--- src/rtl/wake_gate_pkg.sv ---
// How it works
// - enabled, pending and global enable assert wake
// - disabled source still records status, never wakes
// - port1 enable bits 0-7 gate port1 pins
// - port2 enable bits 0-2,4-7 gate port2 pins
// - port2 enable bit 3 gates grouped smi
// - other resets leave wake enables unchanged
// - standby power-on reset zeroes wake enables
// - status sets on event regardless of enables
// - write one clears status, zero no effect
package wake_gate_pkg;

    // ----------------------------------------------------------------
    // bus geometry
    // ----------------------------------------------------------------
    localparam int AXI_ADDR_W = 8;
    localparam int IDX_W = 6;
    localparam int REG_W = 8;
    localparam logic [1:0] RESP_OKAY = 2'h0;
    localparam logic [1:0] RESP_SLVERR = 2'h2;

    // ----------------------------------------------------------------
    // register indices, byte address is four times the index
    // ----------------------------------------------------------------
    localparam logic [IDX_W-1:0] IDX_WAKE_STATUS_PORT1 = 6'h01;
    localparam logic [IDX_W-1:0] IDX_WAKE_STATUS_PORT2 = 6'h02;
    localparam logic [IDX_W-1:0] IDX_WAKE_CONTROL = 6'h03;
    localparam logic [IDX_W-1:0] IDX_IRQ_STATUS = 6'h04;
    localparam logic [IDX_W-1:0] IDX_IRQ_MASK = 6'h05;
    localparam logic [IDX_W-1:0] IDX_WAKE_ENABLE_PORT1 = 6'h0b;
    localparam logic [IDX_W-1:0] IDX_WAKE_ENABLE_PORT2 = 6'h0c;
    localparam logic [IDX_W-1:0] IDX_WAKE_ENABLE_GROUP4 = 6'h0d;

    // ----------------------------------------------------------------
    // fields and reset values
    // ----------------------------------------------------------------
    localparam int GROUPED_SMI_BIT = 3;
    localparam int GLOBAL_WAKE_BIT = 0;
    localparam int IRQ_NEW_STATUS_BIT = 0;
    localparam int IRQ_WAKE_ASSERT_BIT = 1;
    localparam int IRQ_W = 2;
    localparam logic [REG_W-1:0] WAKE_ENABLE_RESET = 8'h00;
    localparam logic [REG_W-1:0] WAKE_STATUS_RESET = 8'h00;
    localparam logic [IRQ_W-1:0] IRQ_RESET = 2'h0;

    // ----------------------------------------------------------------
    // complete block state
    // ----------------------------------------------------------------
    typedef struct packed {
        logic [REG_W-1:0] wake_enable_port1;
        logic [REG_W-1:0] wake_enable_port2;
        logic [REG_W-1:0] wake_enable_group4;
        logic [REG_W-1:0] wake_status_port1;
        logic [REG_W-1:0] wake_status_port2;
        logic global_wake_enable;
        logic [IRQ_W-1:0] irq_status;
        logic [IRQ_W-1:0] irq_mask;
        logic wake_output_n;
        logic irq;
        logic awready;
        logic wready;
        logic [IDX_W-1:0] wr_idx;
        logic [REG_W-1:0] wr_data;
        logic wr_strobe;
        logic bvalid;
        logic [1:0] bresp;
        logic arready;
        logic rvalid;
        logic [REG_W-1:0] rdata;
        logic [1:0] rresp;
    } state_t;

endpackage

--- src/rtl/wake_sync.sv ---
`timescale 1ns/1ps
// two-flop synchroniser for a bundle of asynchronous levels
module wake_sync #(
    parameter int WIDTH = 1
) (
    // clock and reset
    input wire logic i_clk,
    input wire logic i_rst_b,
    // levels
    input wire logic [WIDTH-1:0] i_async,
    output logic [WIDTH-1:0] o_sync
);

    logic [WIDTH-1:0] meta_q;

    // first stage feeds only the second stage
    always_ff @(posedge i_clk or negedge i_rst_b)
    begin
        if (!i_rst_b)
        begin
            meta_q <= '0;
            o_sync <= '0;
        end
        else
        begin
            meta_q <= i_async;
            o_sync <= meta_q;
        end
    end

endmodule

--- src/rtl/wake_gate.sv ---
// Chosen here: register access over AXI4-Lite.
`timescale 1ns/1ps
// wake-enable gating with axi4-lite register access
module wake_gate (
    // clock and standby power-on reset
    input wire logic i_clk,
    input wire logic i_rst_b,
    // main-supply, soft and hard reset, active low, asynchronous
    input wire logic i_sys_rst_b,
    // wake sources, active high levels from pins
    input wire logic [7:0] i_port1_pins,
    input wire logic [7:0] i_port2_pins,
    input wire logic i_grouped_smi,
    // wake and interrupt outputs
    output logic o_wake_output_n,
    output logic o_irq,
    // axi4-lite write address
    input wire logic i_awvalid,
    output logic o_awready,
    input wire logic [wake_gate_pkg::AXI_ADDR_W-1:0] i_awaddr,
    input wire logic [2:0] i_awprot,
    // axi4-lite write data
    input wire logic i_wvalid,
    output logic o_wready,
    input wire logic [31:0] i_wdata,
    input wire logic [3:0] i_wstrb,
    // axi4-lite write response
    output logic o_bvalid,
    input wire logic i_bready,
    output logic [1:0] o_bresp,
    // axi4-lite read address
    input wire logic i_arvalid,
    output logic o_arready,
    input wire logic [wake_gate_pkg::AXI_ADDR_W-1:0] i_araddr,
    input wire logic [2:0] i_arprot,
    // axi4-lite read data
    output logic o_rvalid,
    input wire logic i_rready,
    output logic [31:0] o_rdata,
    output logic [1:0] o_rresp
);

    // ----------------------------------------------------------------
    // input synchronisation
    // ----------------------------------------------------------------
    localparam int SYNC_W = 18;

    logic [SYNC_W-1:0] sync_in;
    logic [SYNC_W-1:0] sync_out;
    logic [7:0] port1_sync;
    logic [7:0] port2_sync;
    logic smi_sync;
    logic sys_rst_sync_b;

    assign sync_in = {i_sys_rst_b, i_grouped_smi, i_port2_pins, i_port1_pins};

    wake_sync #(
        .WIDTH(SYNC_W)
    ) u_sync (
        .i_clk(i_clk),
        .i_rst_b(i_rst_b),
        .i_async(sync_in),
        .o_sync(sync_out)
    );

    // split the synchronised bundle
    assign port1_sync = sync_out[7:0];
    assign port2_sync = sync_out[15:8];
    assign smi_sync = sync_out[16];
    assign sys_rst_sync_b = sync_out[17];

    // ----------------------------------------------------------------
    // state
    // ----------------------------------------------------------------
    wake_gate_pkg::state_t s_q;
    wake_gate_pkg::state_t s_d;

    logic [7:0] set_port1;
    logic [7:0] set_port2;
    logic [7:0] pend_port1;
    logic [7:0] pend_port2;
    logic wake_any;
    logic wr_fire;
    logic rd_fire;
    logic [wake_gate_pkg::IDX_W-1:0] rd_idx;

    // events seen by the status registers, smi takes the port2 bit 3 slot
    assign set_port1 = port1_sync;
    assign set_port2 = {port2_sync[7:4], smi_sync, port2_sync[2:0]};

    // per-source gating, port2 bit 3 is the grouped smi enable
    assign pend_port1 = s_q.wake_enable_port1 & s_q.wake_status_port1;
    assign pend_port2 = s_q.wake_enable_port2 & s_q.wake_status_port2;
    assign wake_any = s_q.global_wake_enable && ((pend_port1 | pend_port2) != 8'h00);

    // bus handshakes
    assign wr_fire = !s_q.awready && !s_q.wready && !s_q.bvalid;
    assign rd_fire = i_arvalid && s_q.arready;
    assign rd_idx = i_araddr[wake_gate_pkg::AXI_ADDR_W-1:2];

    // ----------------------------------------------------------------
    // next-state logic
    // ----------------------------------------------------------------
    always_comb
    begin
        logic [7:0] clr1;
        logic [7:0] clr2;
        logic [wake_gate_pkg::IRQ_W-1:0] clr_irq;
        logic [wake_gate_pkg::IRQ_W-1:0] ev_irq;
        logic wr_ok;
        clr1 = 8'h00;
        clr2 = 8'h00;
        clr_irq = '0;
        ev_irq = '0;
        wr_ok = 1'b0;
        s_d = s_q;

        // write address and data are taken independently
        if (i_awvalid && s_q.awready)
        begin
            s_d.awready = 1'b0;
            s_d.wr_idx = i_awaddr[wake_gate_pkg::AXI_ADDR_W-1:2];
        end
        if (i_wvalid && s_q.wready)
        begin
            s_d.wready = 1'b0;
            s_d.wr_data = i_wdata[7:0];
            s_d.wr_strobe = i_wstrb[0];
        end

        // perform the write once both halves are held
        if (wr_fire)
        begin
            wr_ok = 1'b1;
            unique case (s_q.wr_idx)
                wake_gate_pkg::IDX_WAKE_ENABLE_PORT1:
                begin
                    if (s_q.wr_strobe)
                        s_d.wake_enable_port1 = s_q.wr_data;
                end
                wake_gate_pkg::IDX_WAKE_ENABLE_PORT2:
                begin
                    if (s_q.wr_strobe)
                        s_d.wake_enable_port2 = s_q.wr_data;
                end
                wake_gate_pkg::IDX_WAKE_ENABLE_GROUP4:
                begin
                    if (s_q.wr_strobe)
                        s_d.wake_enable_group4 = s_q.wr_data;
                end
                wake_gate_pkg::IDX_WAKE_STATUS_PORT1:
                begin
                    if (s_q.wr_strobe)
                        clr1 = s_q.wr_data;
                end
                wake_gate_pkg::IDX_WAKE_STATUS_PORT2:
                begin
                    if (s_q.wr_strobe)
                        clr2 = s_q.wr_data;
                end
                wake_gate_pkg::IDX_WAKE_CONTROL:
                begin
                    if (s_q.wr_strobe)
                        s_d.global_wake_enable = s_q.wr_data[wake_gate_pkg::GLOBAL_WAKE_BIT];
                end
                wake_gate_pkg::IDX_IRQ_STATUS:
                begin
                    if (s_q.wr_strobe)
                        clr_irq = s_q.wr_data[wake_gate_pkg::IRQ_W-1:0];
                end
                wake_gate_pkg::IDX_IRQ_MASK:
                begin
                    if (s_q.wr_strobe)
                        s_d.irq_mask = s_q.wr_data[wake_gate_pkg::IRQ_W-1:0];
                end
                default:
                    wr_ok = 1'b0;
            endcase
            s_d.bvalid = 1'b1;
            s_d.bresp = wr_ok ? wake_gate_pkg::RESP_OKAY : wake_gate_pkg::RESP_SLVERR;
        end

        // write response accepted, reopen both channels
        if (s_q.bvalid && i_bready)
        begin
            s_d.bvalid = 1'b0;
            s_d.awready = 1'b1;
            s_d.wready = 1'b1;
        end

        // read: data registered at the address handshake
        if (rd_fire)
        begin
            s_d.arready = 1'b0;
            s_d.rvalid = 1'b1;
            s_d.rresp = wake_gate_pkg::RESP_OKAY;
            unique case (rd_idx)
                wake_gate_pkg::IDX_WAKE_ENABLE_PORT1:
                    s_d.rdata = s_q.wake_enable_port1;
                wake_gate_pkg::IDX_WAKE_ENABLE_PORT2:
                    s_d.rdata = s_q.wake_enable_port2;
                wake_gate_pkg::IDX_WAKE_ENABLE_GROUP4:
                    s_d.rdata = s_q.wake_enable_group4;
                wake_gate_pkg::IDX_WAKE_STATUS_PORT1:
                    s_d.rdata = s_q.wake_status_port1;
                wake_gate_pkg::IDX_WAKE_STATUS_PORT2:
                    s_d.rdata = s_q.wake_status_port2;
                wake_gate_pkg::IDX_WAKE_CONTROL:
                    s_d.rdata = {7'h00, s_q.global_wake_enable};
                wake_gate_pkg::IDX_IRQ_STATUS:
                    s_d.rdata = {6'h00, s_q.irq_status};
                wake_gate_pkg::IDX_IRQ_MASK:
                    s_d.rdata = {6'h00, s_q.irq_mask};
                default:
                begin
                    s_d.rdata = 8'h00;
                    s_d.rresp = wake_gate_pkg::RESP_SLVERR;
                end
            endcase
        end
        if (s_q.rvalid && i_rready)
        begin
            s_d.rvalid = 1'b0;
            s_d.arready = 1'b1;
        end

        // sticky wake status, a new event wins over a clear
        s_d.wake_status_port1 = (s_q.wake_status_port1 & ~clr1) | set_port1;
        s_d.wake_status_port2 = (s_q.wake_status_port2 & ~clr2) | set_port2;

        // interrupt events: a status bit newly set, the wake output asserting
        ev_irq[wake_gate_pkg::IRQ_NEW_STATUS_BIT] =
            ((set_port1 & ~s_q.wake_status_port1) | (set_port2 & ~s_q.wake_status_port2)) != 8'h00;
        ev_irq[wake_gate_pkg::IRQ_WAKE_ASSERT_BIT] = wake_any && s_q.wake_output_n;

        // system resets touch only the interrupt side, never the wake registers
        if (!sys_rst_sync_b)
        begin
            s_d.irq_mask = wake_gate_pkg::IRQ_RESET;
            clr_irq = '1;
        end
        s_d.irq_status = (s_q.irq_status & ~clr_irq) | ev_irq;

        // registered outputs
        s_d.wake_output_n = !wake_any;
        s_d.irq = (s_q.irq_status & s_q.irq_mask) != '0;
    end

    // ----------------------------------------------------------------
    // state register, cleared only by the standby power-on reset
    // ----------------------------------------------------------------
    always_ff @(posedge i_clk or negedge i_rst_b)
    begin
        if (!i_rst_b)
        begin
            s_q <= '0;
            s_q.wake_enable_port1 <= wake_gate_pkg::WAKE_ENABLE_RESET;
            s_q.wake_enable_port2 <= wake_gate_pkg::WAKE_ENABLE_RESET;
            s_q.wake_enable_group4 <= wake_gate_pkg::WAKE_ENABLE_RESET;
            s_q.wake_status_port1 <= wake_gate_pkg::WAKE_STATUS_RESET;
            s_q.wake_status_port2 <= wake_gate_pkg::WAKE_STATUS_RESET;
            s_q.irq_mask <= wake_gate_pkg::IRQ_RESET;
            s_q.irq_status <= wake_gate_pkg::IRQ_RESET;
            s_q.wake_output_n <= 1'b1;
            s_q.awready <= 1'b1;
            s_q.wready <= 1'b1;
            s_q.arready <= 1'b1;
        end
        else
        begin
            s_q <= s_d;
        end
    end

    // ----------------------------------------------------------------
    // outputs
    // ----------------------------------------------------------------
    assign o_wake_output_n = s_q.wake_output_n;
    assign o_irq = s_q.irq;
    assign o_awready = s_q.awready;
    assign o_wready = s_q.wready;
    assign o_bvalid = s_q.bvalid;
    assign o_bresp = s_q.bresp;
    assign o_arready = s_q.arready;
    assign o_rvalid = s_q.rvalid;
    assign o_rdata = {24'h000000, s_q.rdata};
    assign o_rresp = s_q.rresp;
endmodule

--- config.mk ---
export PLATFORM = sky130hd
export DESIGN_NAME = wake_gate
export DESIGN_NICKNAME = d
export VERILOG_FILES = /design/src/rtl/wake_gate_pkg.sv /design/src/rtl/wake_sync.sv /design/src/rtl/wake_gate.sv
export SDC_FILE = /design/constraint.sdc
export NUM_CORES = 1
export LEC_CHECK = 0
export ABC_CLOCK_PERIOD_IN_PS = 2350
export BUFFER_PORTS_ARGS = -buffer_cell sky130_fd_sc_hd__buf_2
export CAP_MARGIN = 20
export CORE_UTILIZATION = 45
export CTS_CLUSTER_DIAMETER = 100
export CTS_CLUSTER_SIZE = 10
export DETAILED_ROUTE_END_ITERATION = 6
export PLACE_DENSITY = 0.82
export SYNTH_ARGS = -nofsm -noshare
export SYNTH_HDL_FRONTEND = slang
export SYNTH_SLANG_ARGS = --single-unit
--- constraint.sdc ---
create_clock -name i_clk -period 2.35 [get_ports i_clk]
set_clock_uncertainty 0.15 [all_clocks]
set_input_delay 0.5875 -clock i_clk [delete_from_list [all_inputs] [get_ports i_clk]]
set_output_delay 0.5875 -clock i_clk [all_outputs]
set_load 0.005 [all_outputs]
Word level (Yosys, flattened, before mapping)
Index checks and enable logic that the tools add are counted.

Word-level logic and storage cells: 112. Bits of input ports: 83. Register bits after elaboration: 115. Output and inout bits: 43.

Reduce and logical (&&, ||, !) cells: 27. Bitwise gates (word level): 18. Mux-type cells: 25. Eq/ne operators: 19.

Operator list (count): one-hot mux 8 bit (8 select lines) (1); bitwise AND 8 bit (6); two-way mux 8 bit (5); equality test 6 x 4 -> 1 bit, second input constant (6); inverter 8 bit (4); OR 8 bit (4); equality test 6 x 2 -> 1 bit, second input constant (4); equality test 6 x 3 -> 1 bit, second input constant (4); two-way mux 2 bit (12); nonzero test 8 bit (2); OR reduction 8 bit (2); AND reduction 3 bit (5); equality test 6 x 1 -> 1 bit, second input constant (2); two-way mux 12 bit (1); nonzero test 2 bit (5); logical AND 1 bit (9); != test 2 bit, second input constant (3); two-way mux 1 bit (5); bitwise AND 2 bit (2); zero test 1 bit (4); two-way mux 3 bit (1); inverter 2 bit (1); OR 2 bit (1).

Logic depth before layout (Yosys ltp)
Gate-level depths: netlist (run 1).

Word-level depth: 8. Gate-level depth with buffers: 6. Mapped depth without buffers: 4.

By module
From an unflattened synthesis (run 1), not the netlist that was laid out.

Cell total of the unflattened synthesis: 381. Area, all modules: 4808.4 sq um.

Modules (own cells, without submodules): wake_gate (cells an instance 345, area each 3907.5 sq um, sequential area each 1931.9 sq um, times used 1); wake_sync (cells an instance 36, area each 900.9 sq um, sequential area each 900.9 sq um, times used 1).

Worst setup path before layout (run 1)
No wires, ideal clock.

Path kind: input to register. From: input port i_araddr[4] in the netlist's numbering. To: register s_q, in the netlist o_rdata[1]. Stages: 5. Required time: 2.114 ns. Setup time: 0.086 ns. Arrival time: 2.033 ns. Slack: 0.081 ns. Buffers on the path: 1. Cell sequence: buf_4 or4bb_2 nor3_1 a221oi_1 a32oi_1.

Word-level cells in the longest chain between the ends: 2. Elaborated cells on any way between the ends: 9. Those cells by class: 8 x eq/ne; 1 x mux.

RTL lines: from (decl) (line wake_gate.sv:34) `input wire logic [wake_gate_pkg::AXI_ADDR_W-1:0] i_araddr,`; equality test 6 x 3 -> 1 bit (tied with other cells) (line wake_gate.sv:197) `unique case (rd_idx)`; one-hot mux 8 bit (8 select lines) (*) (line wake_gate.sv:197); to (decl) (line wake_gate.sv:75) `wake_gate_pkg::state_t s_q;`.

Mark *: on every way between the ends. The rest lies on a longest branch, timed or not. A chain may end at the register's enable or synchronous reset.

Worst setup path in the final report (run 1)
From: register s_q, in the netlist o_bvalid. To: register s_q[63] in the netlist's numbering.

Word-level cells in the longest chain between the ends: 3.

RTL lines: zero test 1 bit (line wake_gate.sv:97) `assign wr_fire = !s_q.awready && !s_q.wready && !s_q.bvalid;`; logical AND 1 bit (line wake_gate.sv:97); AND reduction 3 bit (no line).

No other way between the ends.

==> flow_results.xml, run 1 <==
<?xml version="1.0" encoding="UTF-8"?>
<metrics>
  <group name="route">
    <metric name="first_drt_iteration_drcs" unit="">202</metric>
    <metric name="wl_met3" unit="um">558</metric>
    <metric name="wirelength" unit="mm">9.612</metric>
    <metric name="viasPerCell" unit="">5.534</metric>
    <metric name="drt.antenna.violating_nets" unit="">0</metric>
    <metric name="detailroute.via_count" unit="">3293</metric>
    <metric name="met1Wirelength" unit="mm">4.283</metric>
    <metric name="drcViolationCount" unit="">17</metric>
    <metric name="top_layer" unit="">met4</metric>
    <metric name="route.met2.wl" unit="mm">4.574</metric>
    <metric name="detail_route.wl_per_cell" unit="um">16.15</metric>
    <metric name="drtPass1Iterations" unit="">7</metric>
  </group>
  <group name="synthesis">
    <metric name="ys_seq_area_frac" unit="">0.5741</metric>
    <metric name="syn_area_per_cell" unit="sq um">12.46</metric>
    <metric name="synthArstFlopShare" unit="">1.000</metric>
    <metric name="postSynthCellCount" unit="">389</metric>
    <metric name="synth_enable_flop_cells" unit="">0</metric>
    <metric name="synth_top_area_cell" unit="">sky130_fd_sc_hd__dfrtp_1</metric>
    <metric name="ys.warnings.count" unit="">0</metric>
    <metric name="postSynth.topFlopCell" unit="">sky130_fd_sc_hd__dfrtp_1</metric>
    <metric name="yosysMostFrequentCell" unit="">sky130_fd_sc_hd__dfrtp_1</metric>
    <metric name="synth.top_cells.by_count" unit="">107 x sky130_fd_sc_hd__dfrtp_1, 40 x sky130_fd_sc_hd__mux2_2, 37 x sky130_fd_sc_hd__buf_4, 25 x sky130_fd_sc_hd__nand2_1, 20 x sky130_fd_sc_hd__inv_1</metric>
    <metric name="count_of_cell_types_in_the_netlist" unit="">53</metric>
    <metric name="synth.ff_latch_count" unit="">111</metric>
    <metric name="post-synth-top-area-fraction" unit="">0.5524</metric>
    <metric name="synthesis.area" unit="sq mm">0.004847</metric>
    <metric name="synth.top_cells.by_area" unit="">sky130_fd_sc_hd__dfrtp_1 55%, sky130_fd_sc_hd__mux2_2 9.3%, sky130_fd_sc_hd__buf_4 5.7%</metric>
  </group>
  <group name="die">
    <metric name="fp.dieH" unit="um">105.8</metric>
    <metric name="fp.coreArea" unit="sq mm">0.01037</metric>
    <metric name="fp.dieW" unit="um">105.8</metric>
    <metric name="design.die.area" unit="sq mm">0.01119</metric>
    <metric name="io_pins" unit="">126</metric>
    <metric name="start_util" unit="">0.4674</metric>
    <metric name="fp-row-count" unit="">37</metric>
  </group>
  <group name="worst_setup_path">
    <metric name="timing_worst_setup_path_type" unit="">register to register</metric>
    <metric name="critPathRequiredTime" unit="ns">2.45</metric>
    <metric name="worst-endpoint-arrival" unit="ns">2.35</metric>
    <metric name="crit-reg2reg-launch" unit="">o_bvalid</metric>
    <metric name="worstSetupEndpointType" unit="">register</metric>
    <metric name="timing.reg2reg.setup_slack" unit="ns">0.1</metric>
    <metric name="startpoint" unit="">o_bvalid</metric>
    <metric name="critical_path.startpoint_type" unit="">register</metric>
    <metric name="path_max_fanout" unit="">8</metric>
  </group>
  <group name="cts">
    <metric name="cts_inserted_buffers" unit="">9</metric>
    <metric name="htreeDepth" unit="">3</metric>
    <metric name="tritoncts" unit="">done</metric>
    <metric name="cts.path.max_buffers" unit="">2</metric>
    <metric name="cts_root_buf" unit="">sky130_fd_sc_hd__clkbuf_8</metric>
    <metric name="insertion_delay" unit="ns">0.37</metric>
    <metric name="clock-sinks" unit="">111</metric>
    <metric name="clock_slew_at_reported_path_ffs" unit="ns">0.11</metric>
  </group>
  <group name="timing">
    <metric name="period_minus_slack" unit="ns">2.250</metric>
    <metric name="timing.max_slew.rel_slack" unit="">0.5966</metric>
    <metric name="rsz0062_at_grt" unit="">no</metric>
    <metric name="final_hold_viol_count" unit="">0</metric>
    <metric name="finalMaxSlewViolations" unit="">0</metric>
    <metric name="worstMarginPinSlew" unit="ns">0.5898</metric>
    <metric name="finalSetupTns" unit="ns">0</metric>
    <metric name="finalCritPeriodShare" unit="">0.9575</metric>
    <metric name="setup_violations" unit="">0</metric>
    <metric name="max_freq" unit="MHz">444.4</metric>
  </group>
  <group name="status">
    <metric name="violations_in_the_final_reports" unit="">design-rule violations</metric>
    <metric name="status" unit="">finished with violations</metric>
  </group>
  <group name="flow_run">
    <metric name="cap_violations" unit="">0</metric>
  </group>
  <group name="grt">
    <metric name="global_route.overflow_total" unit="">0</metric>
    <metric name="antenna_found_initial" unit="">0</metric>
    <metric name="global_route.usage.total" unit="">0.1798</metric>
    <metric name="grt_first_pass_wirelength" unit="mm">15.67</metric>
    <metric name="grt_pass1_vias" unit="">3157</metric>
    <metric name="pin_count_of_the_biggest_net_entering_global_routing" unit="">48</metric>
  </group>
  <group name="placement">
    <metric name="gp_congestion" unit="">0.8574</metric>
    <metric name="dp_cells" unit="">578</metric>
    <metric name="numPortBuffers" unit="">61</metric>
    <metric name="post-dp-hpwl" unit="mm">7.049</metric>
  </group>
  <group name="power_and_ir_drop">
    <metric name="vdd_ir_drop_max" unit="mV">0.3791</metric>
    <metric name="p_leak" unit="uW">0.002478</metric>
    <metric name="power.density" unit="mW/mm^2">928.0</metric>
  </group>
  <group name="cells_and_area">
    <metric name="finalNetCount" unit="">537</metric>
    <metric name="post_route_cells_drive_above_1_share" unit="">0.3181</metric>
    <metric name="final_cell_count_no_fill" unit="">595</metric>
    <metric name="area_delta_synth_final" unit="%">12.31</metric>
    <metric name="final_core_util" unit="">0.5250</metric>
    <metric name="n_antenna_cell" unit="">0</metric>
  </group>
  <group name="hold_path">
    <metric name="worst_hold_path_type" unit="">primary input to register</metric>
    <metric name="hold_path_startpoint" unit="">i_port2_pins[2]</metric>
  </group>
</metrics>
==> registers in the layout (all words and copies together), names as in the netlist, 8 cells and up <==
signal,flops
u_sync.o_sync,17
s_q,60
u_sync.meta_q,17
o_rdata,8
==> critical path, cell delays in order (launching register included) <==
cell	delay, ns
sky130_fd_sc_hd__dfrtp_1	0.41
sky130_fd_sc_hd__or4b_4	0.60
sky130_fd_sc_hd__nor4b_4	0.33
sky130_fd_sc_hd__nand3_2	0.29
sky130_fd_sc_hd__mux2_2	0.35
==> per-layer routing <==
metal	up-vias	global-route usage
li1	1484	-
met1	1636	0.2433
met2	150	0.2866
met3	23	0.02907
met4	0	0.07837
met5	-	0
==> logic make-up (layout without fill, tap and decap cells) <==
logic type,after synthesis,after routing,synth area share
muxes,46,46,0.1053
and+or+nand+nor,80,80,0.1071
DFF,111,111,0.5741
other,1,26,0.0007737
AOI/OAI and AO/OA,84,84,0.1304
buffers and inverters,67,112,0.08234
==> cell type report <==
class	count	area, sq um
clock buffer	9	123.9
clock inverter	7	97.59
fill	919	4926
inverter	20	75.07
multi-input combinational	236	1759
sequential	111	2783
tap	136	170.2
timing repair buffer	76	435.4
==> power breakdown <==
part,internal (uW),switching (uW)
clock,528,676
sequential,2300,484
combinational,593,472
total,3420,1630
==> through the flow <==
step / hold WS [ns] / setup slack (ns) / cell area, sq um / power [uW]
floorplan: 0.1419 / 0.08073 / 4941 / 3463
global placement: 0.1852 / 0.09852 / 5213 / 3771
detailed placement: 0.1855 / 0.05417 / 5213 / 3853
CTS: 0.1497 / 0.08362 / 5444 / 5078
global route: 0.1362 / 0.02853 / 5444 / 5324
finish: 0.1645 / 0.09995 / 5444 / 5052
==> timing repair <==
item,in CTS,in global routing
endpoints found under the hold margin,18,0
hold buffers,1,0
gates resized for setup,0,0
setup buffers,0,0
==> path summary, 6_finish.rpt <==
| path | to | depth (start not counted) |
|---|---|---|
| setup reg to reg | s_q[63] | 4 |
| max in group asynchronous | u_sync.meta_q[13] | 3 |
| setup / recovery | s_q[63] | 4 |
| hold reg to reg | u_sync.o_sync[5] | 0 |
| hold / removal | u_sync.meta_q[10] | 1 |
| min in group asynchronous | o_bvalid | 2 |
==> placed cells by master (no fill, tap or decap), types with 7 or more instances in the layout <==
| cell type | synthesis | final |
|---|---|---|
| sky130_fd_sc_hd__a22o_1 | 11 | 11 |
| sky130_fd_sc_hd__a22oi_1 | 7 | 7 |
| sky130_fd_sc_hd__clkbuf_8 | 0 | 9 |
| sky130_fd_sc_hd__a21oi_1 | 13 | 13 |
| sky130_fd_sc_hd__nand2b_1 | 7 | 7 |
| sky130_fd_sc_hd__mux2_2 | 40 | 40 |
| sky130_fd_sc_hd__buf_4 | 37 | 14 |
| sky130_fd_sc_hd__conb_1 | 1 | 26 |
| sky130_fd_sc_hd__nand2_1 | 25 | 25 |
| sky130_fd_sc_hd__buf_2 | 1 | 60 |
| sky130_fd_sc_hd__inv_1 | 20 | 20 |
| sky130_fd_sc_hd__dfrtp_1 | 107 | 107 |
| sky130_fd_sc_hd__nor3_1 | 8 | 8 |
| sky130_fd_sc_hd__a221oi_1 | 12 | 12 |
| sky130_fd_sc_hd__a21o_1 | 17 | 17 |
No activity file was read; power rests on OpenSTA's default activity.
==> run 2: changes to the inputs <==
--- a/config.mk
+++ b/config.mk
@@ -12,7 +12,7 @@
 export CTS_CLUSTER_DIAMETER = 100
 export CTS_CLUSTER_SIZE = 10
 export DETAILED_ROUTE_END_ITERATION = 6
-export PLACE_DENSITY = 0.82
+export PLACE_DENSITY_LB_ADDON = 0.15
 export SYNTH_ARGS = -nofsm -noshare
 export SYNTH_HDL_FRONTEND = slang
 export SYNTH_SLANG_ARGS = --single-unit
==> run 2 against run 1 <==
The run now ends clean; worst setup slack better by 0.056 ns; clock power fell by 7%; sequential cell count did not move; routed wire length fell by 0.86%; non-clock buffer count grew 1; cell count is 0.17% higher; clock-buffer cell count unchanged; sequential share of layout area did not move; critical path type unchanged.
==> flow_results.xml, run 2 (synthesized netlist as in run 1, its figures left out) <==
<?xml version="1.0" encoding="UTF-8"?>
<metrics>
  <group name="placement">
    <metric name="place_area" unit="sq mm">0.005240</metric>
    <metric name="numPortBuffers" unit="">61</metric>
    <metric name="post-dp-hpwl" unit="mm">7.028</metric>
    <metric name="gp_congestion" unit="">0.7827</metric>
  </group>
  <group name="cells_and_area">
    <metric name="final_non_filler_cell_area" unit="sq mm">0.005444</metric>
    <metric name="layout_top_registers" unit="">s_q x60, u_sync.meta_q x17, u_sync.o_sync x17</metric>
    <metric name="n_antenna_cell" unit="">0</metric>
    <metric name="max_flop_register" unit="">s_q</metric>
    <metric name="layout_commonest_cell" unit="">sky130_fd_sc_hd__dfrtp_1</metric>
    <metric name="finalNetCount" unit="">538</metric>
    <metric name="post_route_cells_drive_above_1_share" unit="">0.3217</metric>
    <metric name="area_delta_synth_final" unit="%">12.31</metric>
    <metric name="largest_reg_flops" unit="">60</metric>
    <metric name="most_used_cells_in_the_layout_excluding_fill_and_tap_cells" unit="">107 x sky130_fd_sc_hd__dfrtp_1, 60 x sky130_fd_sc_hd__buf_2, 40 x sky130_fd_sc_hd__mux2_2</metric>
  </group>
  <group name="timing">
    <metric name="finalMaxSlewViolations" unit="">0</metric>
    <metric name="worstMarginPinSlew" unit="ns">0.4970</metric>
    <metric name="period_minus_slack" unit="ns">2.194</metric>
    <metric name="final_hold_viol_count" unit="">0</metric>
    <metric name="finalSetupTns" unit="ns">0</metric>
    <metric name="timing.max_slew.rel_slack" unit="">0.6601</metric>
    <metric name="max_freq" unit="MHz">455.8</metric>
    <metric name="finalCritPeriodShare" unit="">0.9335</metric>
    <metric name="rsz0062_at_grt" unit="">no</metric>
    <metric name="setup_violations" unit="">0</metric>
  </group>
  <group name="die">
    <metric name="design.die.area" unit="sq mm">0.01119</metric>
    <metric name="io_pins" unit="">126</metric>
    <metric name="fp.dieH" unit="um">105.8</metric>
    <metric name="start_util" unit="">0.4674</metric>
    <metric name="fp.coreArea" unit="sq mm">0.01037</metric>
    <metric name="fp-row-count" unit="">37</metric>
    <metric name="fp.dieW" unit="um">105.8</metric>
  </group>
  <group name="route">
    <metric name="detailroute.via_count" unit="">3172</metric>
    <metric name="drcViolationCount" unit="">0</metric>
    <metric name="first_drt_iteration_drcs" unit="">265</metric>
    <metric name="drt.antenna.violating_nets" unit="">0</metric>
    <metric name="detail_route.wl_per_cell" unit="um">15.99</metric>
    <metric name="viasPerCell" unit="">5.322</metric>
    <metric name="wirelength" unit="mm">9.529</metric>
    <metric name="drtPass1Iterations" unit="">4</metric>
  </group>
  <group name="worst_setup_path">
    <metric name="reg2reg_depth" unit="">4</metric>
    <metric name="worstSetupEndpointType" unit="">register</metric>
    <metric name="timing_worst_setup_path_type" unit="">register to register</metric>
    <metric name="critical_path.startpoint_type" unit="">register</metric>
    <metric name="worst-endpoint-arrival" unit="ns">2.28</metric>
    <metric name="path_max_fanout" unit="">8</metric>
    <metric name="critPathRequiredTime" unit="ns">2.44</metric>
  </group>
  <group name="power_and_ir_drop">
    <metric name="combPwrFrac" unit="">0.214</metric>
    <metric name="p_leak" unit="uW">0.002479</metric>
    <metric name="internal_power" unit="uW">3318</metric>
    <metric name="power.sequential.fraction" unit="">0.562</metric>
    <metric name="vdd_ir_drop_max" unit="mV">0.5010</metric>
    <metric name="sw_frac_of_total" unit="">0.3286</metric>
    <metric name="power.density" unit="mW/mm^2">907.7</metric>
    <metric name="netSwitchingPower" unit="uW">1624</metric>
    <metric name="clock_power_share" unit="">0.225</metric>
  </group>
  <group name="status">
    <metric name="status" unit="">complete, no violations</metric>
  </group>
  <group name="grt">
    <metric name="grt_pass1_vias" unit="">3082</metric>
    <metric name="global_route.overflow_total" unit="">0</metric>
    <metric name="global_route.usage.total" unit="">0.1853</metric>
    <metric name="antenna_found_initial" unit="">0</metric>
    <metric name="pin_count_of_the_biggest_net_entering_global_routing" unit="">39</metric>
    <metric name="grt_first_pass_wirelength" unit="mm">16.10</metric>
  </group>
  <group name="cts">
    <metric name="clock_slew_at_reported_path_ffs" unit="ns">0.11</metric>
    <metric name="ctsHoldBuffers" unit="">0</metric>
    <metric name="cts_root_buf" unit="">sky130_fd_sc_hd__clkbuf_8</metric>
    <metric name="clock-sinks" unit="">111</metric>
    <metric name="cts.path.max_buffers" unit="">2</metric>
    <metric name="tritoncts" unit="">done</metric>
    <metric name="insertion_delay" unit="ns">0.36</metric>
    <metric name="cts_inserted_buffers" unit="">9</metric>
    <metric name="htreeDepth" unit="">3</metric>
  </group>
  <group name="hold_path">
    <metric name="worst_hold_path_type" unit="">primary input to async pin</metric>
  </group>
  <group name="flow_run">
    <metric name="cap_violations" unit="">0</metric>
  </group>
</metrics>
==> run 2: changes by cell type in the layout (fill, tap and decap cells not counted), sizes merged <==
cell | previous run | this run
dlygate4sd3 | 1 | 0
bufinv | 1 | 0
buf | 75 | 77
inv | 23 | 24
==> run 2: stage by stage <==
step / instances / util / power, uW / worst slack (ns) / hold WS, ns
floorplan: 414 / - / 3463 / 0.08073 / 0.1419
global placement: 580 / 0.5053 / 3829 / 0.1154 / 0.1860
detailed placement: 580 / 0.5053 / 3878 / 0.09129 / 0.1871
CTS: 596 / 0.5243 / 4989 / 0.06263 / 0.04548
global route: 596 / 0.5250 / 5258 / 0.07505 / 0.07000
finish: 596 / 0.5250 / 4942 / 0.1563 / 0.03884
==> run 2: critical path, stage by stage, from the launching register on <==
cell and delay, ns:
sky130_fd_sc_hd__dfstp_2 0.41, sky130_fd_sc_hd__or4b_4 0.57, sky130_fd_sc_hd__nor4b_4 0.37, sky130_fd_sc_hd__nand4_4 0.23, sky130_fd_sc_hd__mux2_2 0.33
==> run 2: final cells by class <==
class                           instances  area, sq um
Timing Repair Buffer                   77        452.9
Inverter                               20        75.07
Clock buffer                            9        123.9
Clock inverter                          7        72.57
Tap cell                              136        170.2
Sequential cell                       111         2783
Multi-Input combinational cell        236         1767
Fill cell                             958         4926
==> run 2: path summary, 6_finish.rpt <==
kind / start / to / slack (ns)
setup / recovery: o_awready / s_q[77] / 0.16
hold / removal: i_rst_b / s_q[15] / 0.04
setup reg to reg: o_awready / s_q[77] / 0.16
hold reg to reg: u_sync.meta_q[13] / u_sync.o_sync[13] / 0.20
max in group asynchronous: i_rst_b / o_arready / 1.37
min in group i_clk: i_port1_pins[2] / u_sync.meta_q[2] / 0.17
==> run 2: power by group through the flow <==
stage,combinational [uW],sequential [uW],clock [uW]
5_1_grt,1170,2850,1240
4_1_cts,1070,2770,1150
3_3_place_gp,1030,2790,0
2_1_floorplan,878,2580,0
6_report,1060,2780,1110
3_5_place_dp,1060,2820,0
==> run 2: per-layer routing <==
layer / routed length, um / track usage / vias up
met2: 4404 / 0.2848 / 102
met3: 415 / 0.02350 / 6
met1: 4647 / 0.2748 / 1579
met4: 61 / 0.05456 / 0
li1: - / - / 1485
met5: 0 / 0 / -
==> run 2: timing repair <==
item,CTS,global route
setup buffers,0,0
resized for setup,0,1
endpoints found under the setup margin,0,3
==> run 3: changes to the inputs <==
==> constraint.sdc (replaced) <==
create_clock -name i_clk -period 2.35 [get_ports i_clk]
set_clock_uncertainty 0.15 [all_clocks]
set_input_delay 0.1175 -clock i_clk [delete_from_list [all_inputs] [get_ports i_clk]]
set_output_delay 0.1175 -clock i_clk [all_outputs]
set_load 0.005 [all_outputs]
==> run 3 against run 2 <==
Routed wire length increased by 5.1%; first-iteration DRC count decreased by 11%; register-to-register slack got worse by 0.06 ns; via count increased by 4.7%; sequential cell count unchanged; cell count increased by 6.5%; sequential power about the same; critical path depth unchanged; sequential share of layout area decreased by 3.1 points; final area increased by 6.5%; non-clock buffer count increased by 39.
==> flow_results.xml, run 3 (synthesized netlist as in run 1, its figures left out) <==
<?xml version="1.0" encoding="UTF-8"?>
<metrics>
  <group name="status">
    <metric name="status" unit="">complete, no violations</metric>
  </group>
  <group name="cts">
    <metric name="insertion_delay" unit="ns">0.38</metric>
    <metric name="clock-sinks" unit="">111</metric>
    <metric name="cts_inserted_buffers" unit="">9</metric>
    <metric name="cts_resized" unit="">0</metric>
    <metric name="clock_slew_at_reported_path_ffs" unit="ns">0.11</metric>
    <metric name="cts.path.max_buffers" unit="">2</metric>
    <metric name="htreeDepth" unit="">3</metric>
    <metric name="tritoncts" unit="">done</metric>
    <metric name="cts_root_buf" unit="">sky130_fd_sc_hd__clkbuf_8</metric>
  </group>
  <group name="power_and_ir_drop">
    <metric name="p_leak" unit="uW">0.002622</metric>
    <metric name="vdd_ir_drop_max" unit="mV">0.5395</metric>
    <metric name="post-layout-total-power" unit="uW">4978</metric>
    <metric name="power.density" unit="mW/mm^2">858.6</metric>
  </group>
  <group name="worst_setup_path">
    <metric name="critPathRequiredTime" unit="ns">2.47</metric>
    <metric name="worstSetupEndpointType" unit="">register</metric>
    <metric name="path_max_fanout" unit="">8</metric>
    <metric name="timing_worst_setup_path_type" unit="">register to register</metric>
    <metric name="worst-endpoint-arrival" unit="ns">2.37</metric>
    <metric name="critPathMaxStageDelay" unit="ns">0.60</metric>
    <metric name="critical_path.slowest_cell" unit="">sky130_fd_sc_hd__or4b_4</metric>
    <metric name="worst_path_dominant_cell_family" unit="">simple AND/OR/NAND/NOR gates</metric>
    <metric name="timing.critical_path.buf_inv" unit="">0</metric>
    <metric name="critical_path.startpoint_type" unit="">register</metric>
    <metric name="timing.critical_path.cells" unit="">or4b_4, nor4b_4, nand3_2, mux2_2</metric>
  </group>
  <group name="cells_and_area">
    <metric name="area_delta_synth_final" unit="%">19.62</metric>
    <metric name="n_antenna_cell" unit="">0</metric>
    <metric name="final_cell_count_no_fill" unit="">635</metric>
    <metric name="num-fill-cells" unit="">887</metric>
    <metric name="max_flop_register" unit="">s_q</metric>
    <metric name="layout_top_registers" unit="">s_q x60, u_sync.meta_q x17, u_sync.o_sync x17</metric>
    <metric name="post_route_cells_drive_above_1_share" unit="">0.2926</metric>
    <metric name="final_core_util" unit="">0.5591</metric>
    <metric name="most_used_cells_in_the_layout_excluding_fill_and_tap_cells" unit="">107 x sky130_fd_sc_hd__dfrtp_1, 60 x sky130_fd_sc_hd__buf_2, 41 x sky130_fd_sc_hd__dlygate4sd3_1</metric>
    <metric name="finalNetCount" unit="">577</metric>
    <metric name="layout_commonest_cell" unit="">sky130_fd_sc_hd__dfrtp_1</metric>
    <metric name="largest_reg_flops" unit="">60</metric>
  </group>
  <group name="placement">
    <metric name="numPortBuffers" unit="">61</metric>
    <metric name="gp_congestion" unit="">0.8002</metric>
    <metric name="dp_cells" unit="">578</metric>
    <metric name="post-dp-hpwl" unit="mm">7.103</metric>
  </group>
  <group name="timing">
    <metric name="finalSetupTns" unit="ns">0</metric>
    <metric name="period_minus_slack" unit="ns">2.252</metric>
    <metric name="worstMarginPinSlew" unit="ns">0.5342</metric>
    <metric name="final_hold_viol_count" unit="">0</metric>
    <metric name="finalCritPeriodShare" unit="">0.9581</metric>
    <metric name="max_freq" unit="MHz">444.1</metric>
    <metric name="fin_worst_hold_slack" unit="ns">0.04375</metric>
    <metric name="rsz0062_at_grt" unit="">no</metric>
    <metric name="finalMaxSlewViolations" unit="">0</metric>
    <metric name="timing.max_slew.rel_slack" unit="">0.6426</metric>
    <metric name="setup_violations" unit="">0</metric>
  </group>
  <group name="die">
    <metric name="start_util" unit="">0.4674</metric>
    <metric name="io_pins" unit="">126</metric>
    <metric name="fp.dieH" unit="um">105.8</metric>
    <metric name="fp-row-count" unit="">37</metric>
    <metric name="fp.dieW" unit="um">105.8</metric>
    <metric name="design.die.area" unit="sq mm">0.01119</metric>
    <metric name="fp.coreArea" unit="sq mm">0.01037</metric>
  </group>
  <group name="grt">
    <metric name="pin_count_of_the_biggest_net_entering_global_routing" unit="">39</metric>
    <metric name="global_route.usage.total" unit="">0.1985</metric>
    <metric name="global_route.overflow_total" unit="">0</metric>
    <metric name="grt_first_pass_wirelength" unit="mm">17.05</metric>
    <metric name="grt_pass1_vias" unit="">3456</metric>
    <metric name="antenna_found_initial" unit="">0</metric>
  </group>
  <group name="route">
    <metric name="first_drt_iteration_drcs" unit="">235</metric>
    <metric name="drcViolationCount" unit="">0</metric>
    <metric name="detail_route.wl_per_cell" unit="um">15.77</metric>
    <metric name="drtPass1Iterations" unit="">5</metric>
    <metric name="viasPerCell" unit="">5.231</metric>
    <metric name="wirelength" unit="mm">10.01</metric>
    <metric name="detailroute.via_count" unit="">3322</metric>
    <metric name="drt.antenna.violating_nets" unit="">0</metric>
  </group>
  <group name="flow_run">
    <metric name="cap_violations" unit="">0</metric>
  </group>
  <group name="hold_path">
    <metric name="worst_hold_path_type" unit="">primary input to register</metric>
  </group>
</metrics>
run 3: metrics by stage:
stage                     worst slack [ns]  area (sq um)
after floorplan                     0.2369          4941
after global placement              0.1389          5200
after detailed placement            0.1361          5200
after CTS                          0.08835          5798
after global routing               0.01357          5798
final                              0.09849          5798
run 3: timing repair:
item	CTS	global route
hold buffers	41	0
buffers inserted	0	0
endpoints found under the hold margin	84	0
run 3: worst paths after layout:
kind / from / to / slack, ns / cells after the start
max: o_bvalid / s_q[64] / 0.1 / 4
min: i_araddr[4] / o_rdata[0] / 0.04 / 3
max reg2reg: o_bvalid / s_q[64] / 0.1 / 4
min reg2reg: u_sync.meta_q[1] / u_sync.o_sync[1] / 0.21 / 0
max in group asynchronous: i_rst_b / o_arready / 1.18 / 3
min in group asynchronous: i_rst_b / s_q[43] / 0.10 / 2
run 3: power by group:
part           internal, uW  total [uW]  switching, uW
logic                   649        1110            465
registers              2300        2770            473
clock network           408        1090            683
run 3: per-layer routing:
layer  wire (um)  up-vias  track usage
met5           0        -            0
met4         131        0      0.06548
met3         318       11      0.03525
met2        4685       87       0.3245
met1        4876     1666       0.2679
li1            -     1558            -
run 3: worst register-to-register path, stage by stage (launching register included):
cell,delay [ns]
sky130_fd_sc_hd__dfrtp_1,0.40
sky130_fd_sc_hd__or4b_4,0.60
sky130_fd_sc_hd__nor4b_4,0.34
sky130_fd_sc_hd__nand3_2,0.30
sky130_fd_sc_hd__mux2_2,0.36
run 3: layout make-up:
type | count | area [sq um] | share of cell area
flip-flops and latches | 111 | 2783 | 0.4799
multi-input cells | 236 | 1759 | 0.3034
clock buffers | 9 | 123.9 | 0.02136
inverters | 20 | 75.07 | 0.01295
repair buffers | 116 | 823.3 | 0.1420
clock inverters | 7 | 63.81 | 0.01101
well taps | 136 | 170.2 | 0.02935
